==> src/clkdist_pkg.sv <==
// Shared constants, types and register map for the clock distribution dividers
`default_nettype none
package clkdist_pkg;

  localparam int ADDR_W = 9;
  localparam int DATA_W = 8;
  localparam int NUM_STAGES = 6;
  localparam int NUM_CHANNELS = 4;

  // Register offsets
  localparam logic [ADDR_W-1:0] CHAN0_OUTPUT_CTRL = 9'h192;
  localparam logic [ADDR_W-1:0] CHAN1_OUTPUT_CTRL = 9'h198;
  localparam logic [ADDR_W-1:0] CHAN2_OUTPUT_CTRL = 9'h19d;
  localparam logic [ADDR_W-1:0] CHAN3_OUTPUT_CTRL = 9'h1a2;
  localparam logic [ADDR_W-1:0] PRESCALER_RATIO = 9'h1e0;
  localparam logic [ADDR_W-1:0] DISTRIBUTION_SOURCE_SELECT = 9'h1e1;
  localparam logic [ADDR_W-1:0] SYNC_CONTROL = 9'h230;
  localparam logic [ADDR_W-1:0] DIST_STATUS = 9'h231;
  // Stage order: ch0, ch1, ch2 first, ch2 second, ch3 first, ch3 second
  localparam logic [ADDR_W-1:0] STAGE_COUNTS_OFS [NUM_STAGES] =
    '{9'h190, 9'h196, 9'h199, 9'h19b, 9'h19e, 9'h1a0};
  localparam logic [ADDR_W-1:0] STAGE_PHASE_OFS [NUM_STAGES] =
    '{9'h191, 9'h197, 9'h19a, 9'h19c, 9'h19f, 9'h1a1};
  localparam logic [ADDR_W-1:0] CHAN_CTRL_OFS [NUM_CHANNELS] =
    '{CHAN0_OUTPUT_CTRL, CHAN1_OUTPUT_CTRL, CHAN2_OUTPUT_CTRL, CHAN3_OUTPUT_CTRL};

  // Field positions
  localparam int LOW_MSB = 7;
  localparam int LOW_LSB = 4;
  localparam int HIGH_MSB = 3;
  localparam int HIGH_LSB = 0;
  localparam int BYPASS_BIT = 7;
  localparam int BEGIN_HIGH_BIT = 4;
  localparam int DELAY_MSB = 3;
  localparam int DELAY_LSB = 0;
  localparam int DUTY_FIX_DISABLE_BIT = 0;
  localparam int SECOND_DUTY_FIX_DISABLE_BIT = 1;
  localparam int DIRECT_ROUTE_BIT = 1;
  localparam int PRESC_MSB = 2;
  localparam int SOURCE_MSB = 1;
  localparam int SYNC_SOFT_BIT = 0;
  localparam int ST_FORBIDDEN_BIT = 4;
  localparam int ST_ROUTE_MISUSE_BIT = 5;
  localparam int ST_SYNC_BIT = 6;

  // Values after reset
  localparam logic [DATA_W-1:0] COUNTS_RESET = 8'h00;
  localparam logic [DATA_W-1:0] PHASE_RESET = 8'h00;
  localparam logic [DATA_W-1:0] CTRL_RESET = 8'h00;
  localparam logic [DATA_W-1:0] PRESC_RESET = 8'h00;
  localparam logic [DATA_W-1:0] SOURCE_RESET = 8'h02;
  localparam logic [DATA_W-1:0] SYNC_RESET = 8'h00;

  // Prescaler ratio = code + PRESC_BASE, codes above PRESC_MAX_CODE clamp
  localparam logic [2:0] PRESC_BASE = 3'h2;
  localparam logic [2:0] PRESC_MAX_CODE = 3'h4;
  // Outputs stay in sync this long after a source change
  localparam int SETTLE_NS = 400;
  localparam int CLK_PERIOD_NS = 40;
  localparam logic [3:0] SETTLE_CYCLES = 4'((SETTLE_NS + CLK_PERIOD_NS - 1) / CLK_PERIOD_NS);

  typedef enum logic [1:0] {
    SRC_EXT_PRESC = 2'h0,
    SRC_EXT_DIRECT = 2'h1,
    SRC_OSC_PRESC = 2'h2,
    SRC_FORBIDDEN = 2'h3
  } source_sel_t;

  typedef enum logic [3:0] {
    ST_HOLD = 4'h1,
    ST_DELAY = 4'h2,
    ST_HIGH = 4'h4,
    ST_LOW = 4'h8
  } stage_state_t;

  typedef struct packed {
    logic bypass;
    logic duty_fix_disable;
    logic begin_at_high;
    logic [3:0] delay_cycles;
    logic [3:0] low_cnt;
    logic [3:0] high_cnt;
  } stage_cfg_t;

  typedef struct packed {
    logic level;
    logic rise;
    logic fall;
  } clk_edge_t;

  typedef struct packed {
    logic pair0_a;
    logic pair0_b;
    logic pair1_a;
    logic pair1_b;
    logic chan2_first;
    logic chan2_second;
    logic chan3_first;
    logic chan3_second;
  } dist_out_t;

endpackage
`default_nettype wire

==> src/div_stage.sv <==
// One 2-to-32 divider stage with bypass, duty fix, coarse delay and start level
`default_nettype none
module div_stage
  import clkdist_pkg::*;
(
  input wire logic clk,
  input wire logic sys_rst,
  input wire logic ce,
  input wire clkdist_pkg::stage_cfg_t cfg,
  input wire clkdist_pkg::clk_edge_t in_clk,
  input wire logic sync_hold,
  output clkdist_pkg::clk_edge_t out_clk
);
  import clkdist_pkg::*;

  typedef struct packed {
    stage_state_t st;
    logic [4:0] cnt;
    logic level;
    logic drop_pending;
    logic rise;
    logic fall;
  } stage_reg_t;

  stage_reg_t s;
  stage_reg_t next_s;
  logic duty_fix;
  logic [4:0] delay_total;

  // Odd division with low = high + 1 only
  assign duty_fix = !cfg.duty_fix_disable &&
                    ({1'b0, cfg.low_cnt} == ({1'b0, cfg.high_cnt} + 5'h01));
  // Begin-high adds the low phase to the offset, max 31
  assign delay_total = {1'b0, cfg.delay_cycles} +
                       (cfg.begin_at_high ? ({1'b0, cfg.low_cnt} + 5'h01) : 5'h00);

  always_comb begin
    next_s = s;
    if (sync_hold) begin
      // Sync wins over bypass so that every divider output stays static
      next_s.st = ST_HOLD;
      next_s.cnt = 5'h00;
      next_s.drop_pending = 1'b0;
      next_s.level = cfg.begin_at_high;
    end else if (cfg.bypass) begin
      // Counters parked, input passed straight through
      next_s.st = ST_HOLD;
      next_s.cnt = 5'h00;
      next_s.drop_pending = 1'b0;
      next_s.level = in_clk.level;
    end else begin
      if (in_clk.fall && s.drop_pending) begin
        next_s.level = 1'b0;
        next_s.drop_pending = 1'b0;
      end
      unique case (s.st)
        ST_HOLD: begin
          // Restart from programmed offset after sync
          next_s.st = ST_DELAY;
          next_s.cnt = delay_total;
        end
        ST_DELAY: begin
          if (in_clk.rise) begin
            if (s.cnt == 5'h00) begin
              next_s.st = ST_HIGH;
              next_s.level = 1'b1;
              next_s.cnt = {1'b0, cfg.high_cnt};
            end else begin
              next_s.cnt = s.cnt - 5'h01;
            end
          end
        end
        ST_HIGH: begin
          if (in_clk.rise) begin
            if (s.cnt == 5'h00) begin
              // High for N+1 input cycles
              next_s.st = ST_LOW;
              next_s.cnt = {1'b0, cfg.low_cnt};
              if (duty_fix) begin
                next_s.drop_pending = 1'b1;
              end else begin
                next_s.level = 1'b0;
              end
            end else begin
              next_s.cnt = s.cnt - 5'h01;
            end
          end
        end
        ST_LOW: begin
          if (in_clk.rise) begin
            if (s.cnt == 5'h00) begin
              // Low for M+1 input cycles
              next_s.st = ST_HIGH;
              next_s.level = 1'b1;
              next_s.cnt = {1'b0, cfg.high_cnt};
            end else begin
              next_s.cnt = s.cnt - 5'h01;
            end
          end
        end
        default: begin
          next_s.st = ST_HOLD;
        end
      endcase
    end
    next_s.rise = next_s.level & ~s.level;
    next_s.fall = ~next_s.level & s.level;
  end

  always_ff @(posedge clk) begin
    if (sys_rst) begin
      s <= '0;
      s.st <= ST_HOLD;
    end else if (ce) begin
      s <= next_s;
    end
  end

  assign out_clk = '{level: s.level, rise: s.rise, fall: s.fall};

endmodule
`default_nettype wire

==> src/clock_distribution_dividers.sv <==
// Clock distribution: source select, prescaler, four channel dividers, registers
//
// Local design decision: strobed register access.
`default_nettype none
// Operation
// - Four channels; two single-divider channels, two with cascaded divider pairs.
// - Single divider divides 2 to 32, or bypassed for division of one.
// - Cascaded channel division is the product of its two stage divisions.
// - Prescaler divides by 2 to 6, chosen by prescaler_ratio bits 2:0.
// - Divider output high N+1 input cycles, low M+1, division N+M+2.
// - Duty fix gives 50 percent on odd division only when M equals N+1.
// - Coarse output delay in whole input cycles, up to 15.
// - Each divider output may begin high or begin low.
// - Source field: 00 external+prescaler, 01 external, 10 oscillator+prescaler, 11 banned.
// - Direct-route bits send the prescaler input to the first output pairs.
// - Total division is prescaler times channel; direct outputs see division one.
// - Bypass makes a channel divide by one and parks its divider.
// - Cascaded channels have two stages, each bypassable or 2 to 32.
// - Low and high count fields are four bits holding count minus one.
// - Duty fix on by default; a per-divider disable bit turns it off.
// - Delay and begin-high take effect only after an output sync.
module clock_distribution_dividers
  import clkdist_pkg::*;
(
  input wire logic clk,
  input wire logic sys_rst,
  input wire logic ce,
  input wire logic ext_clk_pin,
  input wire logic osc_clk_pin,
  input wire logic sync_req_n,
  input wire logic [clkdist_pkg::ADDR_W-1:0] addr,
  input wire logic [clkdist_pkg::DATA_W-1:0] wdata,
  input wire logic wr,
  input wire logic rd,
  output logic [clkdist_pkg::DATA_W-1:0] rdata,
  output clkdist_pkg::dist_out_t outs
);
  import clkdist_pkg::*;

  typedef struct packed {
    logic [NUM_STAGES-1:0][DATA_W-1:0] counts;
    logic [NUM_STAGES-1:0][DATA_W-1:0] phase;
    logic [NUM_CHANNELS-1:0][DATA_W-1:0] ctrl;
    logic [DATA_W-1:0] presc;
    logic [DATA_W-1:0] source;
    logic [DATA_W-1:0] sync_ctrl;
    logic forbidden_seen;
    logic route_misuse_seen;
    logic [DATA_W-1:0] rdata;
    logic ext_meta;
    logic ext_sync;
    logic osc_meta;
    logic osc_sync;
    logic sync_meta_n;
    logic sync_pin_n;
    logic src_level;
    logic src_prev;
    logic [2:0] presc_cnt;
    logic presc_level;
    logic presc_rise;
    logic presc_fall;
    logic [3:0] settle;
    dist_out_t outs;
  } dist_reg_t;

  dist_reg_t s;
  dist_reg_t next_s;
  stage_cfg_t [NUM_STAGES-1:0] stage_cfg;
  clk_edge_t [NUM_STAGES-1:0] stage_in;
  clk_edge_t [NUM_STAGES-1:0] stage_out;
  clk_edge_t src_edge;
  clk_edge_t div_in;
  source_sel_t src_sel;
  logic [2:0] presc_ratio;
  logic [2:0] presc_half;
  logic uses_presc;
  logic src_ok;
  logic direct_req;
  logic sync_hold;
  logic [DATA_W-1:0] status_value;

  assign src_sel = source_sel_t'(s.source[SOURCE_MSB:0]);
  assign src_ok = (src_sel != SRC_FORBIDDEN);
  assign uses_presc = (src_sel == SRC_EXT_PRESC) || (src_sel == SRC_OSC_PRESC);
  // Ratio 2..6 from a three-bit code; codes beyond the table clamp at 6
  assign presc_ratio = (s.presc[PRESC_MSB:0] > PRESC_MAX_CODE) ?
                       (PRESC_MAX_CODE + PRESC_BASE) :
                       (s.presc[PRESC_MSB:0] + PRESC_BASE);
  assign presc_half = presc_ratio >> 1;
  assign direct_req = s.ctrl[0][DIRECT_ROUTE_BIT] || s.ctrl[1][DIRECT_ROUTE_BIT];

  // A banned code or a source change holds every divider in sync
  assign sync_hold = !s.sync_pin_n || s.sync_ctrl[SYNC_SOFT_BIT] ||
                     !src_ok || (s.settle != 4'h0);

  assign src_edge = '{level: s.src_level,
                      rise: s.src_level & ~s.src_prev,
                      fall: ~s.src_level & s.src_prev};
  assign div_in = uses_presc ?
                  '{level: s.presc_level, rise: s.presc_rise, fall: s.presc_fall} :
                  src_edge;

  // Stage configuration assembled from the raw register bytes
  always_comb begin
    for (int i = 0; i < NUM_STAGES; i++) begin
      stage_cfg[i].bypass = s.phase[i][BYPASS_BIT];
      stage_cfg[i].begin_at_high = s.phase[i][BEGIN_HIGH_BIT];
      stage_cfg[i].delay_cycles = s.phase[i][DELAY_MSB:DELAY_LSB];
      stage_cfg[i].low_cnt = s.counts[i][LOW_MSB:LOW_LSB];
      stage_cfg[i].high_cnt = s.counts[i][HIGH_MSB:HIGH_LSB];
    end
    stage_cfg[0].duty_fix_disable = s.ctrl[0][DUTY_FIX_DISABLE_BIT];
    stage_cfg[1].duty_fix_disable = s.ctrl[1][DUTY_FIX_DISABLE_BIT];
    stage_cfg[2].duty_fix_disable = s.ctrl[2][DUTY_FIX_DISABLE_BIT];
    stage_cfg[3].duty_fix_disable = s.ctrl[2][SECOND_DUTY_FIX_DISABLE_BIT];
    stage_cfg[4].duty_fix_disable = s.ctrl[3][DUTY_FIX_DISABLE_BIT];
    stage_cfg[5].duty_fix_disable = s.ctrl[3][SECOND_DUTY_FIX_DISABLE_BIT];
  end

  // Cascade: the second stage of each double channel counts the first
  always_comb begin
    stage_in[0] = div_in;
    stage_in[1] = div_in;
    stage_in[2] = div_in;
    stage_in[3] = stage_out[2];
    stage_in[4] = div_in;
    stage_in[5] = stage_out[4];
  end

  // Six stages: ch0, ch1 single; ch2, ch3 as cascaded pairs
  for (genvar g = 0; g < NUM_STAGES; g++) begin : g_stage
    div_stage u_stage (
      .clk(clk),
      .sys_rst(sys_rst),
      .ce(ce),
      .cfg(stage_cfg[g]),
      .in_clk(stage_in[g]),
      .sync_hold(sync_hold),
      .out_clk(stage_out[g])
    );
  end

  always_comb begin
    status_value = '0;
    for (int i = 0; i < NUM_CHANNELS; i++) begin
      status_value[i] = 1'b0;
    end
    status_value[0] = s.outs.pair0_a;
    status_value[1] = s.outs.pair1_a;
    status_value[2] = s.outs.chan2_first;
    status_value[3] = s.outs.chan3_first;
    status_value[ST_FORBIDDEN_BIT] = s.forbidden_seen;
    status_value[ST_ROUTE_MISUSE_BIT] = s.route_misuse_seen;
    status_value[ST_SYNC_BIT] = sync_hold;
  end

  always_comb begin
    next_s = s;

    // Pin synchronisers; only the second flop is read
    next_s.ext_meta = ext_clk_pin;
    next_s.ext_sync = s.ext_meta;
    next_s.osc_meta = osc_clk_pin;
    next_s.osc_sync = s.osc_meta;
    next_s.sync_meta_n = sync_req_n;
    next_s.sync_pin_n = s.sync_meta_n;

    // Source selection
    unique case (src_sel)
      SRC_EXT_PRESC: next_s.src_level = s.ext_sync;
      SRC_EXT_DIRECT: next_s.src_level = s.ext_sync;
      SRC_OSC_PRESC: next_s.src_level = s.osc_sync;
      SRC_FORBIDDEN: next_s.src_level = 1'b0;
    endcase
    next_s.src_prev = s.src_level;

    // Prescaler counts source rising edges
    next_s.presc_rise = 1'b0;
    next_s.presc_fall = 1'b0;
    if (!uses_presc) begin
      next_s.presc_cnt = 3'h0;
      next_s.presc_level = 1'b0;
    end else if (src_edge.rise) begin
      if (s.presc_cnt >= presc_ratio - 3'h1) begin
        next_s.presc_cnt = 3'h0;
      end else begin
        next_s.presc_cnt = s.presc_cnt + 3'h1;
      end
      next_s.presc_level = (next_s.presc_cnt < presc_half);
    end
    next_s.presc_rise = next_s.presc_level & ~s.presc_level;
    next_s.presc_fall = ~next_s.presc_level & s.presc_level;

    // Settle counter hides the glitch of a source switch
    if (s.settle != 4'h0) begin
      next_s.settle = s.settle - 4'h1;
    end

    // Register writes
    if (wr) begin
      for (int i = 0; i < NUM_STAGES; i++) begin
        if (addr == STAGE_COUNTS_OFS[i]) begin
          next_s.counts[i] = wdata;
        end
        if (addr == STAGE_PHASE_OFS[i]) begin
          next_s.phase[i] = wdata;
        end
      end
      for (int i = 0; i < NUM_CHANNELS; i++) begin
        if (addr == CHAN_CTRL_OFS[i]) begin
          next_s.ctrl[i] = wdata;
        end
      end
      unique case (addr)
        PRESCALER_RATIO: next_s.presc = wdata;
        DISTRIBUTION_SOURCE_SELECT: begin
          next_s.source = wdata;
          if (wdata[SOURCE_MSB:0] != s.source[SOURCE_MSB:0]) begin
            next_s.settle = SETTLE_CYCLES;
          end
        end
        SYNC_CONTROL: next_s.sync_ctrl = wdata;
        DIST_STATUS: begin
          // Write one to clear the sticky flags
          if (wdata[ST_FORBIDDEN_BIT]) begin
            next_s.forbidden_seen = 1'b0;
          end
          if (wdata[ST_ROUTE_MISUSE_BIT]) begin
            next_s.route_misuse_seen = 1'b0;
          end
        end
        default: begin
        end
      endcase
    end

    // Sticky flags; a new event wins over a clear in the same cycle
    if (!src_ok) begin
      next_s.forbidden_seen = 1'b1;
    end
    if (direct_req && !uses_presc) begin
      next_s.route_misuse_seen = 1'b1;
    end

    // Register reads, data valid the cycle after the strobe only
    next_s.rdata = '0;
    if (rd) begin
      for (int i = 0; i < NUM_STAGES; i++) begin
        if (addr == STAGE_COUNTS_OFS[i]) begin
          next_s.rdata = s.counts[i];
        end
        if (addr == STAGE_PHASE_OFS[i]) begin
          next_s.rdata = s.phase[i];
        end
      end
      for (int i = 0; i < NUM_CHANNELS; i++) begin
        if (addr == CHAN_CTRL_OFS[i]) begin
          next_s.rdata = s.ctrl[i];
        end
      end
      unique case (addr)
        PRESCALER_RATIO: next_s.rdata = s.presc;
        DISTRIBUTION_SOURCE_SELECT: next_s.rdata = s.source;
        SYNC_CONTROL: next_s.rdata = s.sync_ctrl;
        DIST_STATUS: next_s.rdata = status_value;
        default: begin
        end
      endcase
    end

    // Outputs; direct route takes the prescaler input undivided
    // Direct route without prescaler source is held low, not passed through
    if (s.ctrl[0][DIRECT_ROUTE_BIT]) begin
      next_s.outs.pair0_a = uses_presc & s.src_level;
      next_s.outs.pair0_b = uses_presc & s.src_level;
    end else begin
      next_s.outs.pair0_a = stage_out[0].level;
      next_s.outs.pair0_b = stage_out[0].level;
    end
    if (s.ctrl[1][DIRECT_ROUTE_BIT]) begin
      next_s.outs.pair1_a = uses_presc & s.src_level;
      next_s.outs.pair1_b = uses_presc & s.src_level;
    end else begin
      next_s.outs.pair1_a = stage_out[1].level;
      next_s.outs.pair1_b = stage_out[1].level;
    end
    next_s.outs.chan2_first = stage_out[3].level;
    next_s.outs.chan2_second = stage_out[3].level;
    next_s.outs.chan3_first = stage_out[5].level;
    next_s.outs.chan3_second = stage_out[5].level;
  end

  always_ff @(posedge clk) begin
    if (sys_rst) begin
      s <= '0;
      for (int i = 0; i < NUM_STAGES; i++) begin
        s.counts[i] <= COUNTS_RESET;
        s.phase[i] <= PHASE_RESET;
      end
      for (int i = 0; i < NUM_CHANNELS; i++) begin
        s.ctrl[i] <= CTRL_RESET;
      end
      s.presc <= PRESC_RESET;
      s.source <= SOURCE_RESET;
      s.sync_ctrl <= SYNC_RESET;
      s.sync_meta_n <= 1'b1;
      s.sync_pin_n <= 1'b1;
    end else if (ce) begin
      s <= next_s;
    end
  end

  assign rdata = s.rdata;
  assign outs = s.outs;

endmodule
`default_nettype wire

==> config.mk <==
export PLATFORM = sky130hd
export DESIGN_NAME = clock_distribution_dividers
export DESIGN_NICKNAME = d
export VERILOG_FILES = /design/src/clkdist_pkg.sv /design/src/div_stage.sv /design/src/clock_distribution_dividers.sv
export SDC_FILE = /design/constraint.sdc
export NUM_CORES = 1
export LEC_CHECK = 0
export ABC_AREA = 1
export BUFFER_PORTS_ARGS = -buffer_cell sky130_fd_sc_hd__buf_2
export CAP_MARGIN = 20
export CORE_ASPECT_RATIO = 1.75
export CORE_MARGIN = 4
export CORE_UTILIZATION = 50
export CTS_BUF_LIST = sky130_fd_sc_hd__clkbuf_16
export DETAILED_ROUTE_END_ITERATION = 10
export GPL_ROUTABILITY_DRIVEN = 0
export PLACE_DENSITY = 0.7
export SYNTH_ARGS = -nofsm -noshare
export SYNTH_HDL_FRONTEND = slang
export SYNTH_SLANG_ARGS = --single-unit
==> constraint.sdc <==
create_clock -name clk -period 2.45 [get_ports clk]
set_input_delay 0.1225 -clock clk [delete_from_list [all_inputs] [get_ports clk]]
set_output_delay 0.1225 -clock clk [all_outputs]
set_load 0.01 [all_outputs]
# Word-level counts from Yosys, hierarchy flattened
# Cells that the tools add are included.
# W data, S select, Z words.
# word_totals
reg_bits	256
in_bits	25
out_inout_bits	16
elab_cells	431
# classes
add_sub_neg	28
n_lt_le_gt_ge	3
eq_ne	83
muxes	146
n_bitwise	17
n_reduce_logical	85
# ops
operator	count
$mux W11	18
$eq A9 B9 Y1 const B	18
$mux W8	17
$mux W5	18
$pmux W5 S3	6
$mux W4	18
$pmux W4 S3	6
$add A4 B1 Y5 const B	12
$mux W10	6
$reduce_and A3 Y1	19
$ne A4 B1 Y1 const B	12
$mux W2	16
$pmux W8 S4	1
$reduce_and A4 Y1	8
$add A4 B5 Y5	6
$eq A4 B5 Y1	6
$logic_not A5 Y1	6
$reduce_and A5 Y1	6
$reduce_bool A5 Y1	6
$sub A5 B1 Y5 const B	6
$mux W1	28
$eq A4 B1 Y1 const B	6
$eq A4 B2 Y1 const B	6
$eq A4 B3 Y1 const B	6
other kinds (30)	105

# Longest topological paths before layout
# Gate-level depths: netlist of the first run.
# depth
word_depth	19
mapped_depth	17
depth_no_buf	17

# Cells and area by module
# Synthesis of the first run repeated with hierarchy kept, for this count alone.
# unflattened
hier_cells	2349
hier_area_um2	15862.7
# modules_own_cells
mod	instances	cells_per_inst	area_per_inst_um2	seq_area_each_um2
clock_distribution_dividers	1	1155	8394.3	3683.5
div_stage (g_stage[0].u_stage ...)	5	199	1241.2	260.2
div_stage (g_stage[3].u_stage)	1	199	1262.5	260.2

# Worst setup path before layout of the first run
# OpenSTA, ideal clock, no wires.
# synth_path
path_kind	flip-flop to flip-flop
start	register s[54] (netlist bit)
end	register s[13] (netlist bit)
setup_ns	0.070
arrival_ns	2.366
required_time_ns	2.380
path_slack_ns	0.014
path_stages_with_launch	16
n_path_buf	0
period_less_slack_ns	2.436
path_cell_list	dfxtp_1 > inv_1 > nand2_1 > ha_1 > xor2_1 > ha_1 > a21oi_1 > o211ai_1 > nor2_1 > ha_1 > o21a_1 > o31ai_1 > o211ai_1 > nor2_1 > nand2_1 > a21oi_1
# synth_via
elab_chain_len	11
word_cells_on_any_way	12
cone_classes	2 x add/sub; 3 x order compare; 6 x mux; 1 x bitwise
# synth_rtl
item	line_no	rtl
start: declaration	clock_distribution_dividers.sv:66	dist_reg_t s;
start signal: assignment	clock_distribution_dividers.sv:309	s <= next_s;
$add A3 B2 Y3 or $gt A3 B3 Y1 (tied branches)	clock_distribution_dividers.sv:88, clock_distribution_dividers.sv:86	
$mux W3 (*)	clock_distribution_dividers.sv:86	assign presc_ratio = (s.presc[PRESC_MSB:0] > PRESC_MAX_CODE) ?
$sub A3 B1 Y3	clock_distribution_dividers.sv:184	if (s.presc_cnt >= presc_ratio - 3'h1) begin
$ge A3 B3 Y1	clock_distribution_dividers.sv:184	
$mux W3	clock_distribution_dividers.sv:184	
$mux W3	clock_distribution_dividers.sv:183	end else if (src_edge.rise) begin
$mux W3	clock_distribution_dividers.sv:180	if (!uses_presc) begin
$lt A3 B2 Y1 (*)	clock_distribution_dividers.sv:189	next_s.presc_level = (next_s.presc_cnt < presc_half);
$mux W4 (*)	clock_distribution_dividers.sv:183	
$mux W4 (*)	clock_distribution_dividers.sv:180	
$and A1 B1 Y1 (*)	clock_distribution_dividers.sv:191	next_s.presc_rise = next_s.presc_level & ~s.presc_level;
# Mark *: on every way between the ends. The rest lies on a longest branch, timed or not. The select of a mux whose other input is x is not followed.
# A chain may end at the register's enable or synchronous reset.

# Final worst setup path of the first run
# Ends and elaborated chain as after synthesis.

==> run_results.csv, run 1 <==
group,metric,value,unit
global_routing,busiest_layer,"met2",
clock_network,path_clk_slew,0.07,ns
worst_setup_path,timing.critical_path.arrival,3.15,ns
synth,most_used_standard_cells_in_the_synthesized_netlist,"nand2_1 (348), a21oi_1 (291), inv_1 (268)",
global_routing,number_of_global_route_vias_before_repair,13930,
global_routing,grt.overflow.total,0,
worst_setup_path,critical_path.slowest_cell,"dfxtp_4",
power,power.density_cell_area,706.8,nW/um^2
synth,synth_edf_count,0,
placed_design,placement.io_buffers,40,
final_layout,syn2layout_area_growth,12.86,%
synth,net_count_synth,2221,
sta,tns,-0.4744,ns
worst_setup_path,crit_buf_inv,0,
synth,post_synth_inst_count,2141,
synth,synth_top_family_by_area,"compound AO/OA/AOI/OAI gates",
worst_setup_path,slowest_stage_delay_cp,0.37,ns
synth,synth-seq-area-share,34.64,%
synth,synth-seq-cells,254,
clock_network,h-tree-depth,1,
sta,finalHoldViolCount,1,
final_layout,num_antenna_cells,0,
global_routing,number_of_antenna_violations_at_the_first_check_in_global_routing,0,
power,vdd_ir_drop_max,0.7499,mV
die,io_pins,41,
global_routing,groute.layer.met2.usage,48.50,%
worst_setup_path,regToRegEndpoint,"s[13]",
job,maxCapViolations,0,
sta,clock-skew-final,0.01336,ns
final_layout,finish.net_count,2281,
clock_network,max_clock_buf_depth,3,
global_routing,global_route.usage.total,27.76,%
worst_setup_path,crit_type,"reg -> reg",
synth,most_common_cell_in_the_synthesized_netlist,"nand2_1",
clock_network,worstSkewPairLatency,0.55,ns
global_routing,grt.met3_usage,3.425,%
drt,drt_wl_total,46310,um
synth,synth_xor_area_share,2.447,%
worst_setup_path,critical_path.startpoint_type,"flop",
drt,dr.first_iter.drc_count,1148,
clock_network,cts.root.buffer_cell,"clkbuf_16",
status,failing_checks,"negative hold slack, negative setup slack",
global_routing,grt_max_degree,71,
synth,syn_avg_cell_area,6.856,um^2
worst_setup_path,critPathCaptureType,"flop",
synth,fraction_of_synthesis_flops_using_an_asynchronous_set_or_reset_pin,0,%
sta,finalCriticalPeriod,2.670,ns
die,full_die_area,32270,um^2
drt,post_drt_via_cell_ratio,5.734,
worst_setup_path,crit_path_max_delay_family,"compound AO/OA/AOI/OAI gates",
min_path,min_to,"s[13]",
sta,worst-slew-pin-transition,0.8250,ns
sta,finalMaxSlewViolations,0,
global_routing,grt_pass1_wl,72070,um
placed_design,hpwlAfterDp,33870,um
synth,synth_area_leader_cell,"dfxtp_1",
synth,synth.top_cells.by_area,"dfxtp_1 (35%), a21oi_1 (9.9%), nand2_1 (8.9%)",
sta,final.period_utilization,109.0,%
worst_setup_path,critical_path.cell_chain,"nor2_4 -> ha_4 -> xor2_1 -> ha_1 -> a21oi_1 -> o211ai_1 -> nor2_2 -> ha_1 -> o21a_1 -> o31ai_2 -> o211ai_1 -> nor2_1 -> nand2_1 -> a21oi_2",
clock_network,number_of_buffers_created_by_cts,25,
sta,minimum_setup_slack_in_the_final_design,-0.2204,ns
synth,muxShareOfSynthArea,0.06820,%
min_path,whs_path_depth,2,
global_routing,grt_util_met1,31.16,%
clock_network,cts_tree,"done",
synth,synth.cell_area,14680,um^2
synth,synth_top_flop_cell,"dfxtp_1",
drt,antenna_left,0,
worst_setup_path,critical_path_required,2.93,ns
sta,finalHoldWorstSlack,-0.008712,ns
min_path,worst_hold_startpoint,"sys_rst",
clock_network,cts_num_sinks,254,
drt,drtPass1Iterations,6,
synth,adder_and_majority_gate_portion_of_the_synthesized_area,4.995,%
synth,synthSimpleGateAreaFrac,22.45,%
power,p_leak,0.006537,uW
synth,yosys_warnings,0,
die,fp.dieH,234.7,um
worst_setup_path,reg2reg_slack,-0.22,ns
worst_setup_path,crit_fanout,4,
sta,rsz0062_at_grt,"true",
min_path,min-delay-path-class,"in -> reg",
drt,drt-wirelength-per-cell,17.82,um
power,fin_total_pwr,11710,uW
die,initial_core_utilization,50.91,%
worst_setup_path,worst_r2r_startpoint,"s[54]",
worst_setup_path,depth_of_the_worst_register_to_register_path,14,
drt,drc_errors,0,
sta,timing.slew.headroom,45.00,%
die,placementRows,82,
synth,yosys.cell_types.count,60,
die,core,28830,um^2
drt,total_via_count_after_detailed_routing,14900,
synth,post_synthesis_compound_gate_area_fraction,24.89,%
status,status,"finished, violations left",
die,fp.dieW,137.5,um
sta,setup-violations-final,3,
sta,maxClockFrequency,374.5,MHz
synth,area_share_of_the_largest_cell_type_after_synthesis,34.64,%
final_layout,final_layout_size_suffix_gt1_share,10.00,%
repair_timing:
action / 4_1_cts / 5_1_grt
pin swaps: 3 / 4
hold buffers: 10 / 0
endpoints found under the hold margin: 9 / 0
buffers inserted: 7 / 4
resized for setup: 7 / 19
endpoints found under the setup margin: 3 / 22
layer usage:
layer,up-vias,part of all wire [%],wire [um]
met1,6858,37,17260
met2,510,50,23160
met5,-,0,0
li1,7335,-,-
met4,0,7.5,3457
met3,194,5.2,2428
cell usage in the layout (no fill, tap or decap), drive strengths merged, types with 4 or more instances in the layout:
cell type and count:
nor2 180, a21oi 292, nand2 352, o211ai 31, a221oi 10, nor4 8
xnor2 27, dlygate4sd3 10, dfxtp 254, a31oi 8, clkbuf 25, a21o 4
o22ai 10, or2 8, o21ai 261, a22oi 10, nand4 40, xor2 14
nor3 34, clkinv 13, ha 49, inv 281, o21a 4, nand3 115
o31ai 6, buf 122, a211oi 14, fa 6, bufinv 5
final cells by class:
cell class	count	area, um^2
Fill cell	2759	12260
Inverter	280	1056
Clock inverter	21	226.5
Timing Repair Buffer	132	955.9
Multi-Input combinational cell	1508	8139
Clock buffer	25	625.6
Sequential cell	254	5090
Tap cell	378	473.0
how the worst max path moves through the flow:
| stage | start | to | slack, ns | depth (start not counted) |
|---|---|---|---|---|
| floorplan | s[54] | s[13] | 0.01 | 15 |
| detailed placement | s[53] | s[13] | -0.30 | 15 |
| finish | s[54] | s[13] | -0.22 | 14 |
| global route | s[52] | s[13] | -0.40 | 14 |
| CTS | s[54] | s[13] | -0.23 | 14 |
| global placement | s[53] | s[13] | -0.23 | 15 |
cells by family after synthesis:
family / count (synthesis)
adder cells (fa/ha/maj): 55
flip-flops: 254
buffers and inverters: 379
AO/OA/AOI/OAI: 666
XOR/XNOR: 41
AND/OR/NAND/NOR: 745
multiplexers: 1
report_power, final:
part	internal (uW)	switching, uW	total (uW)
clock	2390	1750	4140
combinational	1030	1980	3010
sequential	4350	202	4560
worst register-to-register path, stage by stage (launching register included):
cell and delay, ns:
dfxtp_4 0.37, nor2_4 0.14, ha_4 0.15, xor2_1 0.19, ha_1 0.30, a21oi_1 0.15
o211ai_1 0.16, nor2_2 0.15, ha_1 0.24, o21a_1 0.11, o31ai_2 0.17, o211ai_1 0.14
nor2_1 0.14, nand2_1 0.08, a21oi_2 0.11
state kept, by name, indices dropped and copies added, names as in the netlist:
| register | count |
|---|---|
| s | 168 |
| g_stage.u_stage.s | 60 |
| g_stage.u_stage.out_clk | 10 |
| rdata | 8 |
| next_s | 4 |
| outs | 4 |
metrics by stage:
stage | std cells | worst slack (ns) | cell area (um^2) | utilization (%)
floorplan | 2141 | 0.01388 | 14680 | -
global placement | 2532 | -0.2281 | 15440 | 53.57
detailed placement | 2532 | -0.2975 | 15440 | 53.57
CTS | 2595 | -0.2326 | 16460 | 57.09
global route | 2598 | -0.3982 | 16570 | 57.46
finish | 2598 | -0.2204 | 16570 | 57.46
Note: power is estimated with default switching activity, not from simulation.
==> run 2, diff against run 1 <==
Settings changed: CORE_UTILIZATION 50 to 45, PLACE_DENSITY 0.7 to 0.64.
==> run 2 against run 1 <==
  * The flow finishes with violations (negative setup slack)
  * Sequential power about the same
  * Non-clock buffer count rose by 8
  * Register-to-register slack got worse by 0.02 ns
  * Critical path depth increased by 1
  * Clock skew rose by 0.0033 ns
  * Core utilization shrank 6.0 points
  * Via count is 1.3% lower
  * Clock power decreased by 6.3%
  * Critical path type unchanged
  * Critical endpoint unchanged
  * Highest routed layer unchanged
==> run_results.csv, run 2 (same netlist as run 1, synthesis figures left out) <==
group,metric,value,unit
status,status,"finished, violations left",
status,failing_checks,"negative setup slack",
die,initial_core_utilization,45.55,%
final_layout,syn2layout_area_growth,12.91,%
final_layout,instances_no_fill,2627,
worst_setup_path,crit_path_start,"s[54]",
worst_setup_path,crit_path_max_delay_family,"compound AO/OA/AOI/OAI gates",
sta,finalCriticalPeriod,2.693,ns
sta,finalMaxSlewViolations,0,
sta,finalHoldViolCount,0,
sta,rsz0062_at_grt,"true",
sta,clock-skew-final,0.01668,ns
final_layout,largest_register_ffs,168,
power,fin_total_pwr,11460,uW
worst_setup_path,critPathCaptureType,"flop",
worst_setup_path,critical_path_required,2.94,ns
clock_network,cts_num_sinks,254,
sta,final.period_utilization,109.9,%
drt,post_drt_via_cell_ratio,5.597,
drt,total_via_count_after_detailed_routing,14700,
die,core,32220,um^2
placed_design,placement.setup.worst_slack,-0.2332,ns
sta,timing.slew.headroom,55.39,%
final_layout,mostFrequentLayoutCells,"nand2_1 (347), a21oi_1 (289), inv_1 (270)",
power,combinationalPowerShare,26.3,%
drt,drc_errors,0,
placed_design,placement.io_buffers,40,
clock_network,path_clk_slew,0.06,ns
power,seq_power_share,39.8,%
sta,minimum_setup_slack_in_the_final_design,-0.2435,ns
clock_network,cts_tree,"done",
worst_setup_path,crit_buf_inv,1,
final_layout,num_antenna_cells,0,
clock_network,max_clock_buf_depth,3,
worst_setup_path,timing.critical_path.arrival,3.18,ns
global_routing,number_of_antenna_violations_at_the_first_check_in_global_routing,0,
global_routing,grt_pass1_wl,74060,um
sta,worst-slew-pin-transition,0.6691,ns
die,full_die_area,35680,um^2
sta,maxClockFrequency,371.3,MHz
worst_setup_path,crit_type,"reg -> reg",
drt,antenna_left,0,
placed_design,hpwlAfterDp,34500,um
worst_setup_path,worst_r2r_startpoint,"s[54]",
global_routing,number_of_global_route_vias_before_repair,14090,
final_layout,finish.net_count,2289,
worst_setup_path,crit_fanout,4,
drt,dr.first_iter.drc_count,931,
drt,drt_wl_total,46780,um
power,power_report.internal_total,7587,uW
clock_network,worstSkewPairLatency,0.55,ns
global_routing,grt_max_degree,158,
drt,drt-wirelength-per-cell,17.81,um
clock_network,number_of_buffers_created_by_cts,25,
power,p_leak,0.006553,uW
min_path,min-delay-path-class,"in -> reg",
power,power.density_cell_area,691.4,nW/um^2
worst_setup_path,slowest_stage_delay_cp,0.37,ns
final_layout,top_reg_by_flops,"s",
die,placementRows,87,
worst_setup_path,critical_path.slowest_cell,"dfxtp_4",
clock_network,cts.root.buffer_cell,"clkbuf_16",
power,netSwitchingPower,3872,uW
global_routing,global_route.usage.total,26.11,%
sta,setup-violations-final,3,
global_routing,grt.overflow.total,0,
worst_setup_path,critical_path.cell_chain,"inv_4 -> nand2_4 -> ha_4 -> xor2_1 -> ha_1 -> a21oi_1 -> o211ai_1 -> nor2_1 -> ha_1 -> o21a_1 -> o31ai_2 -> o211ai_1 -> nor2_1 -> nand2_1 -> a21oi_2",
drt,drtPass1Iterations,6,
job,maxCapViolations,0,
power,power_frac_clock,33.9,%
final_layout,final_common_cell,"nand2_1",
power,power.switching_fraction,33.79,%
clock_network,h-tree-depth,1,
die,fp.dieW,144.5,um
die,io_pins,41,
min_path,worst_hold_startpoint,"ce",
final_layout,final_layout_size_suffix_gt1_share,10.15,%
placed_design,placedCellCount,2568,
worst_setup_path,critical_path.startpoint_type,"flop",
power,vdd_ir_drop_max,0.7012,mV
die,fp.dieH,246.9,um
## run 2: through the flow
step / utilization [%] / TNS, ns / cell area, um^2 / hold WS, ns
2_1_floorplan: - / 0 / 14680 / 0.2488
3_3_place_gp: 48.34 / -0.3137 / 15580 / 0.3373
3_5_place_dp: 48.34 / -0.4416 / 15580 / 0.3541
4_1_cts: 51.18 / -0.4380 / 16490 / 0.04066
5_1_grt: 51.43 / -1.147 / 16570 / 0.08041
6_report: 51.43 / -0.5715 / 16570 / 0.06204
## run 2: tightest hold or removal path, delay by kind of cell
| family | cells | cell delay [ns] |
|---|---|---|
| buffers and inverters | 2 | 0.35 |
| AO/OA/AOI/OAI | 1 | 0.09 |
## run 2: repair_timing
| action | CTS | global route |
|---|---|---|
| hold endpoints to repair | 25 | 0 |
| setup endpoints to repair | 3 | 13 |
| buffers inserted | 3 | 2 |
| hold buffers | 9 | 0 |
| resized for setup | 7 | 15 |
| cloned | 0 | 0 |
| pin swaps | 1 | 10 |
## run 2: layer usage
metal  routed length [um]  GRT usage (%)  vias up  part of all wire (%)
met2                23880          47.11      386                    51
met3                 1949          2.341      143                   4.2
met4                 3116          14.88        0                   6.7
met1                17830          29.48     6817                    38
li1                     -              -     7357                     -
met5                    0              0        -                     0
## run 2: final timing paths
kind / endpoint / slack (ns) / cells past startpoint
setup reg to reg: s[13] / -0.24 / 15
hold reg to reg: s[37] / 0.45 / 2
hold / removal: outs[0] / 0.06 / 3
setup / recovery: s[13] / -0.24 / 15
## run 2: final cells by class
| type | count | area (um^2) |
|---|---|---|
| clock buffers | 25 | 625.6 |
| clock inverters | 20 | 166.4 |
| fillers | 3281 | 15650 |
| inverters | 280 | 1056 |
| multi-input cells | 1508 | 8120 |
| flip-flops and latches | 254 | 5090 |
| well taps | 400 | 500.5 |
| repair buffers | 140 | 1013 |
## run 2: power by group through the flow
| stage | sequential [uW] | combinational (uW) | clock, uW |
|---|---|---|---|
| 2_1_floorplan | 4580 | 1870 | 0 |
| 5_1_grt | 4590 | 3330 | 4100 |
| 3_5_place_dp | 4650 | 2920 | 0 |
| 6_report | 4560 | 3010 | 3880 |
| 3_3_place_gp | 4650 | 2880 | 0 |
| 4_1_cts | 4560 | 2940 | 3970 |
==> run 3, diff against run 2 <==
Settings changed: ABC_AREA 1 to unset, PLACE_DENSITY 0.64 to 0.71, TNS_END_PERCENT set to 5.
==> run 3 against run 2 <==
  * The run now ends clean
  * Sequential power down 4%
  * Sequential share of layout area fell by 1.6 points
  * Combinational power is 9.0% lower
  * Critical path type unchanged
==> run_results.csv, run 3 <==
group,metric,value,unit
sta,final.period_utilization,99.23,%
placed_design,hpwlAfterDp,39010,um
synth,syn_avg_cell_area,8.216,um^2
die,full_die_area,37220,um^2
drt,antenna_left,0,
power,combinationalPowerShare,25.3,%
die,core,33740,um^2
clock_network,h-tree-depth,1,
final_layout,finish.net_count,2009,
clock_network,cts_num_sinks,254,
clock_network,cts_tree,"done",
drt,detailroute.wirelength.met2,27030,um
sta,minimum_setup_slack_in_the_final_design,0.01889,ns
clock_network,number_of_buffers_created_by_cts,24,
final_layout,seq_area,5086,um^2
synth,synth.top_cells.by_area,"dfxtp_1 (33%), mux2i_1 (9.7%), nor2_1 (5.3%)",
power,power_frac_clock,33.9,%
synth,most_common_cell_in_the_synthesized_netlist,"dfxtp_1",
sta,finalHoldWorstSlack,0.09240,ns
worst_setup_path,timing.critical_path.arrival,2.87,ns
worst_setup_path,regToRegEndpoint,"s[12]",
worst_setup_path,crit_type,"reg -> reg",
clock_network,path_clk_slew,0.07,ns
global_routing,grt_max_degree,77,
global_routing,grt.overflow.total,0,
clock_network,worstSkewPairLatency,0.54,ns
min_path,whs_path_depth,3,
die,fp.dieH,252.2,um
final_layout,number_of_inserted_filler_cells_in_the_final_layout,3122,
power,seq_power_share,40.8,%
worst_setup_path,depth_of_the_worst_register_to_register_path,9,
worst_setup_path,reg2reg_slack,0.02,ns
sta,tns,0,ns
synth,net_count_synth,1947,
synth,synth_area_leader_cell,"dfxtp_1",
drt,total_via_count_after_detailed_routing,15040,
synth,fraction_of_synthesis_flops_using_an_asynchronous_set_or_reset_pin,0,%
job,maxCapViolations,0,
final_layout,largest_register_ffs,168,
die,initial_core_utilization,45.46,%
synth,area_share_of_the_largest_cell_type_after_synthesis,33.15,%
synth,post_synth_inst_count,1867,
synth,yosys.cell_types.count,86,
status,status,"finished clean",
power,power.density_cell_area,619.1,nW/um^2
worst_setup_path,critical_path.startpoint_type,"flop",
sta,finalCriticalPeriod,2.431,ns
global_routing,global_route.usage.total,28.06,%
power,p_leak,0.006837,uW
global_routing,number_of_antenna_violations_at_the_first_check_in_global_routing,3,
placed_design,placedCellCount,2350,
final_layout,top_reg_by_flops,"s",
synth,synth_top_flop_cell,"dfxtp_1",
die,placementRows,89,
sta,maxClockFrequency,411.3,MHz
die,io_pins,41,
sta,clock-skew-final,0.01241,ns
power,vdd_ir_drop_max,0.4601,mV
synth,synth-seq-area-share,33.15,%
final_layout,final_common_cell,"dfxtp_1",
drt,drt-met1-wl,18110,um
final_layout,final_layout_size_suffix_gt1_share,14.28,%
drt,dr.first_iter.drc_count,1371,
synth,yosys_warnings,0,
worst_setup_path,critical_path_required,2.89,ns
drt,drtPass1Iterations,7,
drt,route.top_layer_used,"met5",
drt,drc_errors,0,
final_layout,instances_no_fill,2403,
final_layout,mostFrequentLayoutCells,"dfxtp_1 (253), nor2_1 (213), nand2_1 (163)",
clock_network,cts.root.buffer_cell,"clkbuf_16",
drt,post_drt_via_cell_ratio,6.259,
drt,drt-wirelength-per-cell,22.48,um
power,power.switching_fraction,32.42,%
sta,finalHoldViolCount,0,
final_layout,syn2layout_area_growth,13.72,%
sta,worst-slew-pin-transition,0.8771,ns
final_layout,multiInputGateArea,9633,um^2
synth,synth.cell_area,15340,um^2
worst_setup_path,worst_r2r_startpoint,"s[54]",
synth,synth_edf_count,0,
power,netSwitchingPower,3502,uW
sta,timing.slew.headroom,41.31,%
drt,route.met3.wl,3328,um
global_routing,grt_pass1_wl,82680,um
sta,rsz0062_at_grt,"true",
placed_design,placement.io_buffers,40,
min_path,worst_hold_startpoint,"sys_rst",
synth,synth-seq-cells,254,
sta,finalMaxSlewViolations,0,
min_path,min-delay-path-class,"in -> reg",
sta,setup-violations-final,0,
synth,most_used_standard_cells_in_the_synthesized_netlist,"dfxtp_1 (254), nor2_1 (215), nand2_1 (163)",
global_routing,number_of_global_route_vias_before_repair,14970,
power,power_report.internal_total,7299,uW
die,fp.dieW,147.6,um
worst_setup_path,critPathCaptureType,"flop",
min_path,min_to,"g_stage[3].u_stage.s[10]",
clock_network,max_clock_buf_depth,3,
worst_setup_path,crit_fanout,3,
drt,drt_wl_total,54020,um
placed_design,placement.setup.worst_slack,-0.1979,ns
run 3: repair_timing:
action	CTS	global route
hold endpoints to repair	5	0
setup buffers	2	0
gates resized for setup	10	18
endpoints found under the setup margin	51	41
pin swaps	7	6
hold buffers	4	0
cloned	2	0
run 3: power by group through the flow:
stage / logic [uW] / registers [uW] / clock network, uW
3_5_place_dp: 2370 / 4490 / 0
5_1_grt: 2930 / 4420 / 3850
2_1_floorplan: 1570 / 4400 / 0
3_3_place_gp: 2330 / 4480 / 0
6_report: 2740 / 4400 / 3660
4_1_cts: 2580 / 4400 / 3680
run 3: layout make-up:
cell class              count  share of cell area, %
diodes                      1                0.01435
clock buffers              25                  3.586
clock inverters            19                 0.6599
inverters                  32                 0.6886
multi-input cells        1438                  55.22
flip-flops and latches    254                  29.16
well taps                 455                  3.264
repair buffers            179                  7.409
run 3: worst max-delay path, stage by stage, from the launching register on:
cell and delay [ns]:
dfxtp_1 0.33, nand2b_1 0.17, ha_1 0.28, ha_1 0.27, a21o_1 0.17, a21oi_2 0.15
and2_1 0.14, ha_1 0.22, a221o_1 0.37, a41o_1 0.25
run 3: stage by stage:
| stage | utilization, % | instance area, um^2 | power, uW |
|---|---|---|---|
| 2_1_floorplan | - | 15340 | 5966 |
| 3_3_place_gp | 48.96 | 16520 | 6809 |
| 3_5_place_dp | 48.96 | 16520 | 6862 |
| 4_1_cts | 51.46 | 17360 | 10660 |
| 5_1_grt | 51.69 | 17440 | 11190 |
| 6_report | 51.70 | 17440 | 10800 |
run 3: worst max-delay path by stage:
stage                     start  slack [ns]  cells past startpoint                 endpoint
after floorplan            s[8]      -0.006                      8  g_stage[1].u_stage.s[9]
after global placement     s[8]       -0.14                      8  g_stage[1].u_stage.s[5]
after detailed placement   s[8]       -0.20                      8  g_stage[1].u_stage.s[5]
after CTS                  s[9]       -0.02                      8  g_stage[1].u_stage.s[5]
after global routing      s[54]       -0.09                      9                    s[12]
final                     s[54]        0.02                      9                    s[12]
run 3: per-layer routing:
metal  global-route usage, %  vias to the layer above
met5                       0                        -
met4                   24.18                        4
met3                   3.911                      311
met2                   50.37                      708
met1                   28.13                     7132
li1                        -                     6886
run 3: cells by family (layout without fill, tap and decap cells):
family | count (synthesis) | count (layout) | synth area share, %
multiplexers | 156 | 156 | 10.24
adder cells (fa/ha/maj) | 55 | 55 | 4.780
AND/OR/NAND/NOR | 646 | 648 | 20.82
buffers and inverters | 177 | 255 | 4.837
flip-flops | 254 | 254 | 33.15
AO/OA/AOI/OAI | 490 | 490 | 21.09
other | 0 | 1 | 0
XOR/XNOR | 89 | 89 | 5.082
